### config.mk
export PLATFORM = sky130hd
export DESIGN_NAME = plg_requester_flat
export DESIGN_NICKNAME = d
export VERILOG_FILES = /design/src/plg_pkg.sv /design/src/plg_link_if.sv /design/src/plg_requester.sv /design/src/flat_wrapper.sv
export VERILOG_INCLUDE_DIRS = /design/src
export SDC_FILE = /design/constraint.sdc
export NUM_CORES = 1
export LEC_CHECK = 0
export ABC_AREA = 1
export BUFFER_PORTS_ARGS = -buffer_cell sky130_fd_sc_hd__buf_2
export CORE_MARGIN = 10
export CORE_UTILIZATION = 40
export CTS_BUF_LIST = sky130_fd_sc_hd__clkbuf_16
export CTS_CLUSTER_DIAMETER = 30
export CTS_CLUSTER_SIZE = 30
export DETAILED_ROUTE_END_ITERATION = 16
export GPL_TIMING_DRIVEN = 0
export PLACE_DENSITY = 0.57
export SYNTH_ARGS = -nofsm -noshare
export SYNTH_HDL_FRONTEND = slang
export SYNTH_SLANG_ARGS = --single-unit
### constraint.sdc
create_clock -name clk_i -period 6.4 [get_ports clk_i]
set_clock_uncertainty 0.1 [all_clocks]
set_input_delay 0.64 -clock clk_i [delete_from_list [all_inputs] [get_ports clk_i]]
set_output_delay 0.64 -clock clk_i [all_outputs]
set_load 0.05 [all_outputs]
### src/plg_defines.svh
// Constants for the partition label generator and its receiving component.
`ifndef PLG_DEFINES_SVH
`define PLG_DEFINES_SVH
`define PLG_PID_W        16
`define PLG_MG_W         8
`define PLG_DEF_PID      16'h0000
`define PLG_DEF_MG       8'h00
`define PLG_REQ_MAX      16'h00ff
`define PLG_CMP_MAX_NS   16'h003f
`define PLG_CMP_MAX_S    16'h000f
`define PLG_VMAP_N       8
`define PLG_VMAP_W       3
`define PLG_A_CTRL       32'h0000_0000
`define PLG_A_PID        32'h0000_0004
`define PLG_A_MG         32'h0000_0008
`define PLG_A_STAT       32'h0000_000c
`define PLG_A_RIDENT     32'h0000_0010
`define PLG_A_VMAP       32'h0000_0020
`define PLG_A_CIDENT     32'h0000_0040
`define PLG_A_CSIDENT    32'h0000_0044
`define PLG_A_CNT        32'h0000_0048
`define PLG_A_LAST       32'h0000_004c
`endif

### src/plg_pkg.sv
// Types shared by both ends of the partition label link.
package plg_pkg;
  `include "plg_defines.svh"
  typedef logic [`PLG_PID_W-1:0] plg_pid_t;
  typedef logic [`PLG_MG_W-1:0]  plg_mg_t;
  typedef enum logic [1:0] {
    PLG_SP_SEC_PHYS = 2'b00,
    PLG_SP_NS_PHYS  = 2'b01,
    PLG_SP_SEC_VIRT = 2'b10,
    PLG_SP_NS_VIRT  = 2'b11
  } plg_space_t;
  typedef enum logic [0:0] {
    PLG_ST_IDLE = 1'b0,
    PLG_ST_DATA = 1'b1
  } plg_bus_st_t;
endpackage

### src/plg_link_if.sv
// Request link carrying the partition label bundle.
`timescale 1ns/1ps
interface plg_link_if;
  import plg_pkg::*;
  logic     req_valid;
  logic     req_ready;
  logic     req_write;
  logic [31:0] req_addr;
  plg_pid_t partition_id;
  plg_mg_t  monitor_group;
  logic     label_space_nonsecure;
  modport requester (output req_valid, req_write, req_addr, partition_id, monitor_group,
                     output label_space_nonsecure, input req_ready);
  modport component (input req_valid, req_write, req_addr, partition_id, monitor_group,
                     input label_space_nonsecure, output req_ready);
endinterface

### src/plg_requester.sv
// Requester end: labels each request with the partition bundle.
//
// Contract
// - Every request carries identifier, group, space bit.
// - Identifier at most sixteen bits wide.
// - Monitoring group at most eight bits wide.
// - Four identifier spaces supported.
// - Security state picks secure or non-secure physical.
// - Virtual space only when virtualization enabled.
// - Valid identifiers run zero to maximum.
// - Software avoids identifiers above smallest maximum.
// - Ident registers report maximum identifiers; only the requester one is decoded, component ones read zero.
// - Default identifier is zero in each space.
// - Disabled generation emits default physical identifier.
// - Identifier error may emit default identifier.
// - Disabled generation emits default monitoring group.
// - Group error: configured or default group.
// - Enabled, no error: configured monitoring group.
// - Masters without support may drive defaults.
// - Bundle encoding agreed by both ends.
// - Interface carries secure or non-secure identifier.
// - Space bit from live security state.
// - Labels never alter memory correctness.
// - Speculative requests use current configuration.
// - Routed or buffered request keeps bundle.
//
// Implementation choices: the register addresses and the AHB-Lite register port.
`timescale 1ns/1ps
module plg_requester
  import plg_pkg::*;
(
  // Clock and reset.
  input  wire logic        clk_i,
  input  wire logic        rst_i,
  // AHB-Lite slave port.
  input  wire logic        hsel_i,
  input  wire logic [31:0] haddr_i,
  input  wire logic [1:0]  htrans_i,
  input  wire logic        hwrite_i,
  input  wire logic [2:0]  hsize_i,
  input  wire logic [31:0] hwdata_i,
  input  wire logic        hready_i,
  output logic      [31:0] hrdata_o,
  output logic             hreadyout_o,
  output logic             hresp_o,
  // Processing element state.
  input  wire logic        secure_state_i,
  // Request link.
  plg_link_if.requester    link
);
  // Registers: control, configured identifier and group, request issue.
  logic        gen_en_q;
  logic        virt_en_s_q;
  logic        virt_en_ns_q;
  logic        go_q;
  logic        wr_q;
  plg_pid_t    pid_q;
  plg_mg_t     mg_q;
  logic [31:0] addr_q;
  plg_pid_t    vmap_q [`PLG_VMAP_N];
  logic        err_q;
  logic        valid_q;
  plg_pid_t    out_pid_q;
  plg_mg_t     out_mg_q;
  logic        out_ns_q;
  logic        sec_s1_q;
  logic        sec_s2_q;
  logic [31:0] rdata_q;
  logic        ph_q;
  logic        ph_wr_q;
  logic [31:0] ph_addr_q;

  // Security state comes in from another domain; two-stage synchroniser.
  always_ff @(posedge clk_i) begin
    sec_s1_q <= secure_state_i;
    sec_s2_q <= sec_s1_q;
  end

  // Label derivation from live configuration and security state.
  wire       virt_on   = sec_s2_q ? virt_en_s_q : virt_en_ns_q;
  wire       vidx_bad  = pid_q >= plg_pid_t'(`PLG_VMAP_N);
  wire [`PLG_VMAP_W-1:0] vidx = pid_q[`PLG_VMAP_W-1:0];
  plg_pid_t  phys_pid;
  assign phys_pid = virt_on ? vmap_q[vidx] : pid_q;
  // An index past the map or a value above the requester maximum is an error.
  wire       pid_err  = (virt_on && vidx_bad) || (phys_pid > `PLG_REQ_MAX);
  wire       use_def  = !gen_en_q || pid_err;
  plg_pid_t  lbl_pid;
  plg_mg_t   lbl_mg;
  assign lbl_pid = use_def ? `PLG_DEF_PID : phys_pid;
  assign lbl_mg  = use_def ? `PLG_DEF_MG : mg_q;
  // The space bit follows the synchronised security state, never a stored bit.
  wire       lbl_ns  = !sec_s2_q;

  // Bus decode for the address phase.
  wire take    = hsel_i && hready_i && htrans_i[1];
  wire mapped  = ph_addr_q <= `PLG_A_LAST;
  // An issued request that is not yet valid also counts as busy, so that a
  // pipelined second status write cannot overwrite a label still in flight.
  wire busy    = (valid_q && !link.req_ready) || go_q;
  wire stall   = ph_q && ph_wr_q && (ph_addr_q == `PLG_A_STAT) && busy;

  // Address phase capture; data phase completes unless a status write meets a request still busy.
  always_ff @(posedge clk_i) begin
    if (rst_i) begin
      ph_q      <= 1'b0;
      ph_wr_q   <= 1'b0;
      ph_addr_q <= 32'h0;
    end else if (!stall) begin
      ph_q      <= take;
      ph_wr_q   <= hwrite_i;
      ph_addr_q <= haddr_i;
    end
  end

  // Register writes; a write to the status word issues one request.
  always_ff @(posedge clk_i) begin
    if (rst_i) begin
      gen_en_q     <= 1'b0;
      virt_en_s_q  <= 1'b0;
      virt_en_ns_q <= 1'b0;
      pid_q        <= `PLG_DEF_PID;
      mg_q         <= `PLG_DEF_MG;
      addr_q       <= 32'h0;
      go_q         <= 1'b0;
      wr_q         <= 1'b0;
    end else begin
      go_q <= 1'b0;
      if (ph_q && ph_wr_q && !stall) begin
        case (ph_addr_q)
          `PLG_A_CTRL: begin
            gen_en_q     <= hwdata_i[0];
            virt_en_s_q  <= hwdata_i[1];
            virt_en_ns_q <= hwdata_i[2];
          end
          `PLG_A_PID: pid_q <= hwdata_i[`PLG_PID_W-1:0];
          `PLG_A_MG:  mg_q  <= hwdata_i[`PLG_MG_W-1:0];
          `PLG_A_STAT: begin
            addr_q <= {hwdata_i[31:1], 1'b0};
            wr_q   <= hwdata_i[0];
            go_q   <= 1'b1;
          end
          default: ;
        endcase
      end
    end
  end

  // Virtual map entries, one word each.
  for (genvar g = 0; g < `PLG_VMAP_N; g++) begin : g_vmap
    wire hit = ph_q && ph_wr_q && (ph_addr_q == `PLG_A_VMAP + 32'(g * 4));
    always_ff @(posedge clk_i) begin
      if (rst_i) begin
        vmap_q[g] <= `PLG_DEF_PID;
      end else if (hit) begin
        vmap_q[g] <= hwdata_i[`PLG_PID_W-1:0];
      end
    end
  end

  // Request issue: labels are registered in the same cycle as valid.
  always_ff @(posedge clk_i) begin
    if (rst_i) begin
      valid_q   <= 1'b0;
      out_pid_q <= `PLG_DEF_PID;
      out_mg_q  <= `PLG_DEF_MG;
      out_ns_q  <= 1'b1;
      err_q     <= 1'b0;
    end else if (go_q) begin
      valid_q   <= 1'b1;
      out_pid_q <= lbl_pid;
      out_mg_q  <= lbl_mg;
      out_ns_q  <= lbl_ns;
      // The error flag is sticky; only reset clears it.
      err_q     <= err_q | (gen_en_q && pid_err);
    end else if (link.req_ready) begin
      valid_q <= 1'b0;
    end
  end

  // Read decode of the virtual map window; the low address bits pick the entry.
  wire                   rd_vmap = (haddr_i & 32'hffff_ffe3) == `PLG_A_VMAP;
  wire [`PLG_VMAP_W-1:0] rd_vidx = haddr_i[4:2];

  // Read data for the data phase; unmapped words read as zero.
  always_ff @(posedge clk_i) begin
    if (rst_i) begin
      rdata_q <= 32'h0;
    end else if (take && !hwrite_i) begin
      case (haddr_i)
        `PLG_A_CTRL:   rdata_q <= {29'h0, virt_en_ns_q, virt_en_s_q, gen_en_q};
        `PLG_A_PID:    rdata_q <= 32'(pid_q);
        `PLG_A_MG:     rdata_q <= 32'(mg_q);
        `PLG_A_STAT:   rdata_q <= {29'h0, err_q, out_ns_q, valid_q};
        `PLG_A_RIDENT: rdata_q <= 32'(`PLG_REQ_MAX);
        default:       rdata_q <= rd_vmap ? 32'(vmap_q[rd_vidx]) : 32'h0;
      endcase
    end
  end

  // Bus answer and link outputs.
  assign hrdata_o    = rdata_q;
  assign hreadyout_o = !stall;
  assign hresp_o     = 1'b0;
  assign link.req_valid             = valid_q;
  assign link.req_write             = wr_q;
  assign link.req_addr              = addr_q;
  assign link.partition_id          = out_pid_q;
  assign link.monitor_group         = out_mg_q;
  assign link.label_space_nonsecure = out_ns_q;
  // Transfer size and map limit are unused: every register is one whole word.
  wire unused_ok = mapped | ^hsize_i;
endmodule // plg_requester

### src/flat_wrapper.sv
// flat-port wrapper written by rule: the top's interface ports become plain ports
module plg_requester_flat import plg_pkg::*;
  (clk_i, rst_i, hsel_i, haddr_i, htrans_i, hwrite_i, hsize_i, hwdata_i, hready_i, hrdata_o, hreadyout_o, hresp_o, secure_state_i, link_req_valid, link_req_write, link_req_addr, link_partition_id, link_monitor_group, link_label_space_nonsecure, link_req_ready);
  plg_link_if link_i ();
  input  wire logic clk_i;
  input  wire logic rst_i;
  input  wire logic hsel_i;
  input  wire logic [31:0] haddr_i;
  input  wire logic [1:0] htrans_i;
  input  wire logic hwrite_i;
  input  wire logic [2:0] hsize_i;
  input  wire logic [31:0] hwdata_i;
  input  wire logic hready_i;
  output logic      [31:0] hrdata_o;
  output logic hreadyout_o;
  output logic hresp_o;
  input  wire logic secure_state_i;
  output wire logic [$bits(link_i.req_valid)-1:0] link_req_valid;
  output wire logic [$bits(link_i.req_write)-1:0] link_req_write;
  output wire logic [$bits(link_i.req_addr)-1:0] link_req_addr;
  output wire logic [$bits(link_i.partition_id)-1:0] link_partition_id;
  output wire logic [$bits(link_i.monitor_group)-1:0] link_monitor_group;
  output wire logic [$bits(link_i.label_space_nonsecure)-1:0] link_label_space_nonsecure;
  input wire logic [$bits(link_i.req_ready)-1:0] link_req_ready;
  assign link_req_valid = link_i.req_valid;
  assign link_req_write = link_i.req_write;
  assign link_req_addr = link_i.req_addr;
  assign link_partition_id = link_i.partition_id;
  assign link_monitor_group = link_i.monitor_group;
  assign link_label_space_nonsecure = link_i.label_space_nonsecure;
  assign link_i.req_ready = link_req_ready;
  plg_requester u_core (.clk_i(clk_i), .rst_i(rst_i), .hsel_i(hsel_i), .haddr_i(haddr_i), .htrans_i(htrans_i), .hwrite_i(hwrite_i), .hsize_i(hsize_i), .hwdata_i(hwdata_i), .hready_i(hready_i), .hrdata_o(hrdata_o), .hreadyout_o(hreadyout_o), .hresp_o(hresp_o), .secure_state_i(secure_state_i), .link(link_i));
endmodule
==> results by stage, run 1 <==
Outcome:
- The run finished with clean final reports.

Synth:
- The area fraction of the dominant cell type after synthesis is 0.2980.
- The post-synthesis area per instance is between 7 and 8 sq um.
- Among all flip-flop cells after synthesis, the most frequent one is dfxtp_1.
- Counting flops with an async set or reset pin after synthesis yields a share of 0.
- The number of synthesized flops with an enable pin is 128.
- The commonest cells after synthesis are nor2_1, nand2_1, inv_1.
- Of the synthesized area, sequential elements account for 0.5185.
- The number of warnings issued by yosys is 0.
- Of all cell types, the one taking the most synthesized area is edfxtp_1.
- The mapped cell area is roughly 13000 sq um.
- The number of library cell types mapped by synthesis is 41.
- Among all cell types in the netlist, the one instantiated most often is nor2_1.
- In the post-synthesis netlist, the biggest area contributors are edfxtp_1, dfxtp_1, nor2_1.
- Synthesis inferred 270 register bits.
- The number of standard cells after synthesis is between 1500 and 2000.

Clocking:
- In this run, post-CTS repair resized a total of 0 instances.
- The later pin in the worst-skew pair is clocked with a latency of ~0.57 ns.
- The cell at the root of the clock tree is clkbuf_16.
- After clock tree synthesis, the clock-pin slew on the worst setup and hold paths is about 0.040 ns.
- The H-tree was split into 2 levels.
- The post-CTS setup-driven buffer insertion count is 0.
- TritonCTS built the clock tree.
- The total number of clock tree sinks is between 200 and 300.
- For this design, the CTS-stage hold fixing added 0 buffers.
- The deepest clock path buffer count is 3.
- The number of buffers created by CTS is between 50 and 60.

Worst setup path:
- The required time reported for the critical path endpoint is 5.66 ns.
- The delay of the slowest critical-path stage is between 0.3 and 0.4 ns.
- Along the worst path, the maximum fanout reaches 6.
- Together, buffers and inverters on the worst path number 1.
- The endpoint arrival time on the critical path is around 2.6 ns.
- The critical path is of the register to output pin type.
- The cell repeated most along the worst path is nand2_1.
- The critical path goes through nor2_1, nand2_1, nor2_1, nand3_2, nor2_4, nand2_1, nor4_1, nand2_1, buf_2.
- In this design, the largest share of critical-path delay is due to simple AND/OR/NAND/NOR gates.
- Among all stages on the critical path, the largest delay is contributed by nor4_1.
- The worst setup path is captured at an output pin.
- STA classifies the critical path startpoint as a register.

Min path:
- The class of the worst hold path is input port to register.

Detailed routing:
- The average wire per standard cell is between 20 and 25 um.
- After detailed routing, the number of vias per cell comes to 5.280.
- In this run, the number of DRC markers left after iteration 0 of detailed routing was about 1100.
- Before antenna repair, the detailed router went through 5 iterations.
- The detail route stage leaves a number of antenna-violating nets equal to 0.
- The count of vias placed by the detailed router is about 12000.
- The DRC violation count after routing is 0.
- After detailed routing, the total wire length is 47040 um.

Place:
- Prior to clock tree synthesis, the placed netlist has a worst setup slack of about 2.9 ns.
- Port buffering added 145 buffers.
- The final weighted congestion of routability-driven global placement is 0.9274.
- The detailed placement HPWL is 34070 um.

Global route:
- The global-route usage over all layers is 0.2322.
- Entering global routing, the biggest net connects 17 pins.
- The number of antenna violations at the first check in global routing is 0.
- The first global-routing pass estimated around 70000 um of wire.
- The number of global-route vias before repair came to between 10000 and 15000.
- The total overflow left after global routing is 0.

Final layout:
- The number of nets in the layout is around 1900.
- For this run, the share of the core covered by cells in the final layout is 0.5145.
- The fraction of final layout cells with drive strength greater than 1 is 0.1882.
- Counting the fill cells in the layout gives 3067.
- Compared with the post-synthesis result, the final layout area differs by 26.54%.
- The number of diodes added for antenna fixing is 0.

Floorplan:
- The initial utilization of the core area, before any placement, comes to 0.4066.
- The floorplan has 65 rows.
- The die outline width is roughly 200 um.
- In this run the count of I/O pins placed on the die edge is approximately 170.
- The core footprint is 31720 sq um.
- The floorplan step defined a die boundary enclosing ~40000 sq um.
- The die is 199.6 um tall.

STA:
- The final setup violation count is 0.
- The post-layout minimum cycle time is between 3 and 4 ns.
- Setup repair after global routing left no endpoint under its margin.
- The count of endpoints failing hold in the final timing report is 0.
- Summed over all failing endpoints, the final setup total negative slack is 0 ns.
- The achievable clock frequency is roughly 300 MHz.
- At the pin with the least slew margin, the transition time is 1.108 ns.
- Final hold analysis gives a worst-case slack of roughly 0.09 ns.
- In the post-route analysis, the smallest setup slack over all paths is a little over 3 ns.
- Dividing the final minimum period by the clock period gives 0.5209.
- Headroom to the max-slew limit came out at 0.2592.
- The count of pins over their slew limit is 0.

Flow run:
- The number of maximum-capacitance constraint violations is 0.

Pwr:
- The worst IR drop on VDD is about 0.00023 V.
- The analysis attributes to cell leakage a power of 7.141 nW.
- The power per cell area is around 320 nW/um^2.
- The total chip power is roughly 5.2 mW.
where the power goes:
part           internal [mW]  leakage [nW]  switching (mW)  total [mW]
clock                   2.07         0.992           0.979        3.04
combinational         0.0812          3.78           0.220       0.301
sequential              1.87          2.37          0.0255        1.89
total                   4.01          7.14            1.22        5.24
path summary, 6_finish.rpt:
check	startpoint	endpoint	slack, ns	depth (start not counted)
setup / recovery	u_core.ph_addr_q[30]	hreadyout_o	3.07	9
hold / removal	secure_state_i	u_core.sec_s1_q	0.09	1
setup reg to reg	u_core.ph_addr_q[30]	u_core.vmap_q[2][15]	3.41	8
hold reg to reg	u_core.sec_s1_q	u_core.sec_s2_q	0.23	0
cells by family after synthesis:
group | count (synthesis) | share of synthesized area
AND/OR/NAND/NOR | 817 | 0.2778
buffers and inverters | 298 | 0.09886
flip-flops | 270 | 0.5185
AO/OA/AOI/OAI | 237 | 0.1046
other | 1 | 0.0002908
placed cells by master (no fill, tap or decap), drive strengths merged, types with 44 or more instances in the layout:
cell	count
nor2	306
clkbuf	109
dfxtp	142
inv	204
o21ai	108
edfxtp	128
nand3	142
buf	205
a21oi	70
nand2	281
nor3	44
flip-flops by register name, indices dropped and copies added, names as in the netlist, 8 cells and up, named ones only:
register / count
u_core.hrdata_o: 16
u_core.link.req_addr: 31
u_core.link.partition_id: 16
u_core.pid_q: 16
u_core.ph_addr_q: 32
u_core.vmap_q: 128
u_core.mg_q: 8
u_core.link.monitor_group: 8
routing by layer:
| metal | global-route usage | routed length, um |
|---|---|---|
| met3 | 0.04676 | 4428 |
| met2 | 0.3695 | 21380 |
| met4 | 0.1063 | 1965 |
| met5 | 0 | 0 |
| met1 | 0.2978 | 19270 |
final cells by class:
cell class                      instances  area [sq um]  share of cell area
Clock buffer                           64          1602             0.09814
Buffer                                 99         528.0             0.03236
Tap cell                              402         503.0             0.03082
Clock inverter                         42         415.4             0.02546
Inverter                              199         747.0             0.04578
Sequential cell                       270          6686              0.4098
Timing Repair Buffer                  151         815.8             0.04999
Multi-Input combinational cell       1072          5021              0.3077
through the flow:
step / area (sq um) / cells
after floorplan: 12960 / 1640
after global placement: 14190 / 2187
final: 16320 / 2299
after global routing: 16320 / 2299
after detailed placement: 14300 / 2193
after CTS: 16320 / 2299
Power figures use the tool's default switching activity.
==> run 2, diff against run 1 <==
- ABC_AREA: 1 -> 0
- clock period: 6.4 -> 3.1 ns (I/O delays scaled with it)
==> run 2 against run 1 <==
Combinational power increased by 96%. Cell area down 0.53%. Critical path depth fell by 1. Core utilization is 1.5 points higher. Global-route usage shrank 3.5 points. First-iteration DRC count is 27% lower. Sequential cell count did not move. Synthesized cell count decreased by 35%. Final cell count decreased by 23%. Sequential share of layout area up 0.22 points. Wire length shrank 17%. Largest cell class unchanged. Largest power group unchanged.
==> results by stage, run 2 <==
Final layout:
- The number of nets in the layout came to 1407 (-27%).
- The multi-input logic area was 5330 sq um (+6.2%).
- The library cells used most frequently in the layout, excluding fill and tap cells, are buf_2, dfxtp_1, edfxtp_1.
- The number of filler cells placed in the layout was 2646 (-14%).
- The top register by number of flip-flops is u_core.vmap_q.
- The flip-flop count of the largest register, all copies and words added is 128 (unchanged).
- The number of diodes added for antenna fixing is 0 (unchanged).
- The leading cell type in the layout, fill and taps excluded is buf_2.
- The fraction of final layout cells with drive strength greater than 1 was 0.2598 (+0.07160).
- Compared with the post-synthesis result, the final layout area differs by 30.54%.
- The area occupied by registers is 6686 sq um (unchanged).

STA:
- The post-layout minimum cycle time is 2.948 ns.
- The final period utilization is 0.9509.
- The count of endpoints failing hold in the final timing report came to 0 (unchanged).
- The worst slew slack as a fraction of its limit is 0.3695 (+0.1103).
- The achievable clock frequency is 339.2 MHz.
- The transition at the pin with the smallest max-transition slack is 0.9416 ns (-0.1669 ns).
- The worst-case setup margin in the final layout is 0.1521 ns (-2.914 ns).
- The count of pins over their slew limit is 0 (unchanged).
- The final setup violation count came to 0 (unchanged).
- Setup repair after global routing left no endpoint under its margin.
- The total negative slack is 0 ns (unchanged).

Detailed routing:
- The ratio of routed vias to standard cells is 5.315 (+0.67%).
- The highest metal layer carrying signal wires in the routed design is met4.
- The count of antenna-violating nets left after detailed routing was 0 (unchanged).
- The average wire per standard cell is 21.92 um (+7.1%).
- The first-pass detailed-route iteration total came to 7 (+2).
- The total wire length after detailed routing was 38880 um (-17%).
- The met2 wirelength from detailed routing is 17710 um (-17%).
- The total routed wire length on the met1 layer is 17300 um (-10%).
- The amount of wire on met3 after detailed routing is 3133 um (-29%).
- The DRC violation count after routing was 0 (unchanged).
- The starting DRC count in detailed routing is 778 (-27%).
- The count of vias placed by the detailed router is 9429 (-22%).

Synth:
- The simple-gate share of the synthesized area is 0.2071 (-0.07069).
- The multiplexer fraction of the synthesized cell area came to 0.1581 (+0.1581).
- The post-synthesis area per instance was 11.82 sq um (+49%).
- The count of state elements after synthesis came to 270 (unchanged).
- The number of synthesized flops with an enable pin came to 128 (unchanged).
- The xor and xnor fraction of the mapped netlist area is 0 (unchanged).
- The synthesized-area fraction occupied by adder cells was 0 (unchanged).
- The mapped cell area is 12430 sq um (-3.6%).
- After synthesis, the most frequently instantiated cells are dfxtp_1, edfxtp_1, and3_1.
- The most common flop cell mapped by yosys is dfxtp_1.
- The most common cell in the synthesized netlist is dfxtp_1.
- The number of library cell types mapped by synthesis was 51 (+24%).
- Ranked by total cell area, the synthesized netlist is headed by edfxtp_1, dfxtp_1, mux4_2.
- The cell taking the most area after synthesis is edfxtp_1.
- The area fraction of the dominant cell type after synthesis is 0.3091 (+0.01107).
- The share of synthesized area occupied by flip-flops and latches is 0.5377 (+0.01925).
- The dominant combinational cell family by area after synthesis is simple AND/OR/NAND/NOR gates.
- The number of standard cells after synthesis came to 1052 (-35%).
- The share of the synthesized area in compound gates (AO/OA/AOI/OAI) was 0.05222 (-0.05237).
- The number of warnings issued by yosys was 0 (unchanged).
- The share of async-settable or async-resettable flops after synthesis is 0 (unchanged).

Floorplan:
- The core footprint is 30670 sq um (-3.3%).
- The floorplan die area is 38540 sq um (-3.2%).
- The starting utilization of the core area came to 0.4054 (-0.001154).
- The height of the die was 196.3 um (-1.6%).
- The die outline width came to 196.3 um (-1.6%).
- The number of I/O pins is 169 (unchanged).
- The number of standard-cell rows in the floorplan was 64 (-1.5%).

Clocking:
- The insertion delay of the later-clocked pin in the worst-skew pair is 0.56 ns (about the same).
- The cell at the root of the clock tree is clkbuf_16.
- The H-tree depth was 2 (unchanged).
- The number of buffers created by CTS is 56 (-1.8%).
- The deepest clock path buffer count came to 3 (unchanged).
- The total number of clock tree sinks is 270 (unchanged).
- The post-CTS clock slew at the launch and capture registers of the worst setup and hold paths is 0.05 ns (about the same).
- The clock tree from TritonCTS is yes.

Worst setup path:
- The endpoint arrival time on the critical path is 3.27 ns (+0.68 ns).
- The end point of the critical path is u_core.link.partition_id[7].
- In this design, the critical path's most frequently occurring cell is buf_2.
- The critical path is of the register to register type.
- The setup slack on the worst flop-to-flop path is 0.15 ns (-3.26 ns).
- The largest individual stage delay along the critical path comes from the cell o211ai_1.
- The required time reported for the critical path endpoint is 3.42 ns (-2.24 ns).
- The endpoint of the worst register-to-register path is u_core.link.partition_id[7].
- The endpoint class of the critical path is a register.
- STA classifies the critical path startpoint as a register.
- The signal on the critical path passes through buf_2, clkbuf_1, nor4_1, o21ai_0, nand4_1, o211ai_1, buf_2, o31ai_1.
- The delay of the slowest critical-path stage is 0.77 ns (+0.45 ns).
- The maximum fanout count along the critical path is 10 (+4).
- The number of cell instances on the worst register-to-register path is 8 (unchanged).

Place:
- The final weighted congestion of routability-driven global placement is 0.8705 (-6.1%).
- The count of port buffers added during placement is 143 (-1.4%).
- The pre-CTS worst setup slack is -0.8249 ns (-3.759 ns).
- The detailed placement HPWL is 28150 um (-17%).

Pwr:
- The worst IR drop on VDD is 0.0004013 V (+77%).
- The standby leakage power is 6.627 nW (-7.2%).
- The total chip power is 10.21 mW (+95%).
- The power per cell area came to 629.1 nW/um^2 (+96%).

Global route:
- The number of antenna violations at the first check in global routing is 0 (unchanged).
- The pin count of the biggest net entering global routing is 17 (unchanged).
- The total global routing overflow came to 0 (unchanged).
- The global-route usage over all layers is 0.1970 (-0.03514).
- The global-route wire length before repair came to 59400 um (-16%).
- The number of global-route vias before repair came to 9872 (-16%).

Min path:
- In this run the most critical hold path is launched from link_req_ready.
- The class of the worst hold path is input port to register.

Flow run:
- The number of maximum-capacitance constraint violations came to 0 (unchanged).

Outcome:
- The run finished with clean final reports.
-- run 2: layer usage --
layer	global-route usage	vias to the layer above
met5	0	-
met4	0.05402	0
met3	0.04587	67
met2	0.3127	423
met1	0.2642	4511
li1	-	4428
-- run 2: where the power goes --
group	switching (mW)	internal, mW	total (mW)
Combinational	0.350	0.241	0.590
Sequential	0.0414	3.81	3.86
Clock	1.94	3.83	5.77
-- run 2: how the worst min path moves through the flow --
stage | depth (start not counted) | end
finish | 4 | u_core.link.req_valid
global route | 3 | u_core.link.req_addr[13]
CTS | 4 | u_core.link.req_valid
detailed placement | 0 | u_core.sec_s2_q
global placement | 0 | u_core.sec_s2_q
floorplan | 0 | u_core.sec_s2_q
-- run 2: cell type report --
| cell class | instances | share of cell area |
|---|---|---|
| inverter | 13 | 0.003006 |
| buffer | 103 | 0.03114 |
| clock buffer | 59 | 0.09096 |
| sequential | 270 | 0.4119 |
| clock inverter | 46 | 0.02312 |
| tap | 396 | 0.03052 |
| multi-input combinational | 683 | 0.3284 |
| timing repair buffer | 204 | 0.08094 |
-- run 2: critical path, delay by kind of cell, from the launching register on --
family / cells / cell delay [ns]
flip-flops: 1 / 0.30
AND/OR/NAND/NOR: 2 / 0.26
AO/OA/AOI/OAI: 3 / 1.19
buffers and inverters: 3 / 0.96
-- run 2: per-stage QoR --
stage / area, sq um / cells / hold slack [ns] / utilization
finish: 16230 / 1774 / 0.02524 / 0.5293
detailed placement: 13720 / 1608 / 0.2161 / 0.4473
global route: 16230 / 1774 / 0.04133 / 0.5293
floorplan: 12500 / 1069 / 0.2096 / -
global placement: 13710 / 1608 / 0.2130 / 0.4470
CTS: 16200 / 1773 / 0.02007 / 0.5282
-- run 2: timing repair --
| item | 4_1_cts | 5_1_grt |
|---|---|---|
| gates resized for setup | 12 | 3 |
| hold endpoints to repair | 57 | 0 |
| gates cloned | 0 | 0 |
| setup buffers | 4 | 1 |
| endpoints found under the setup margin | 134 | 57 |
| hold buffers | 56 | 0 |
| pin swaps | 2 | 1 |
-- run 2: logic make-up (layout without fill, tap and decap cells) --
group	count (synthesis)	count (layout)
simple gates	441	441
flops	270	270
mux	134	134
buf+inv	116	425
compound gates	90	90
other cells	1	18
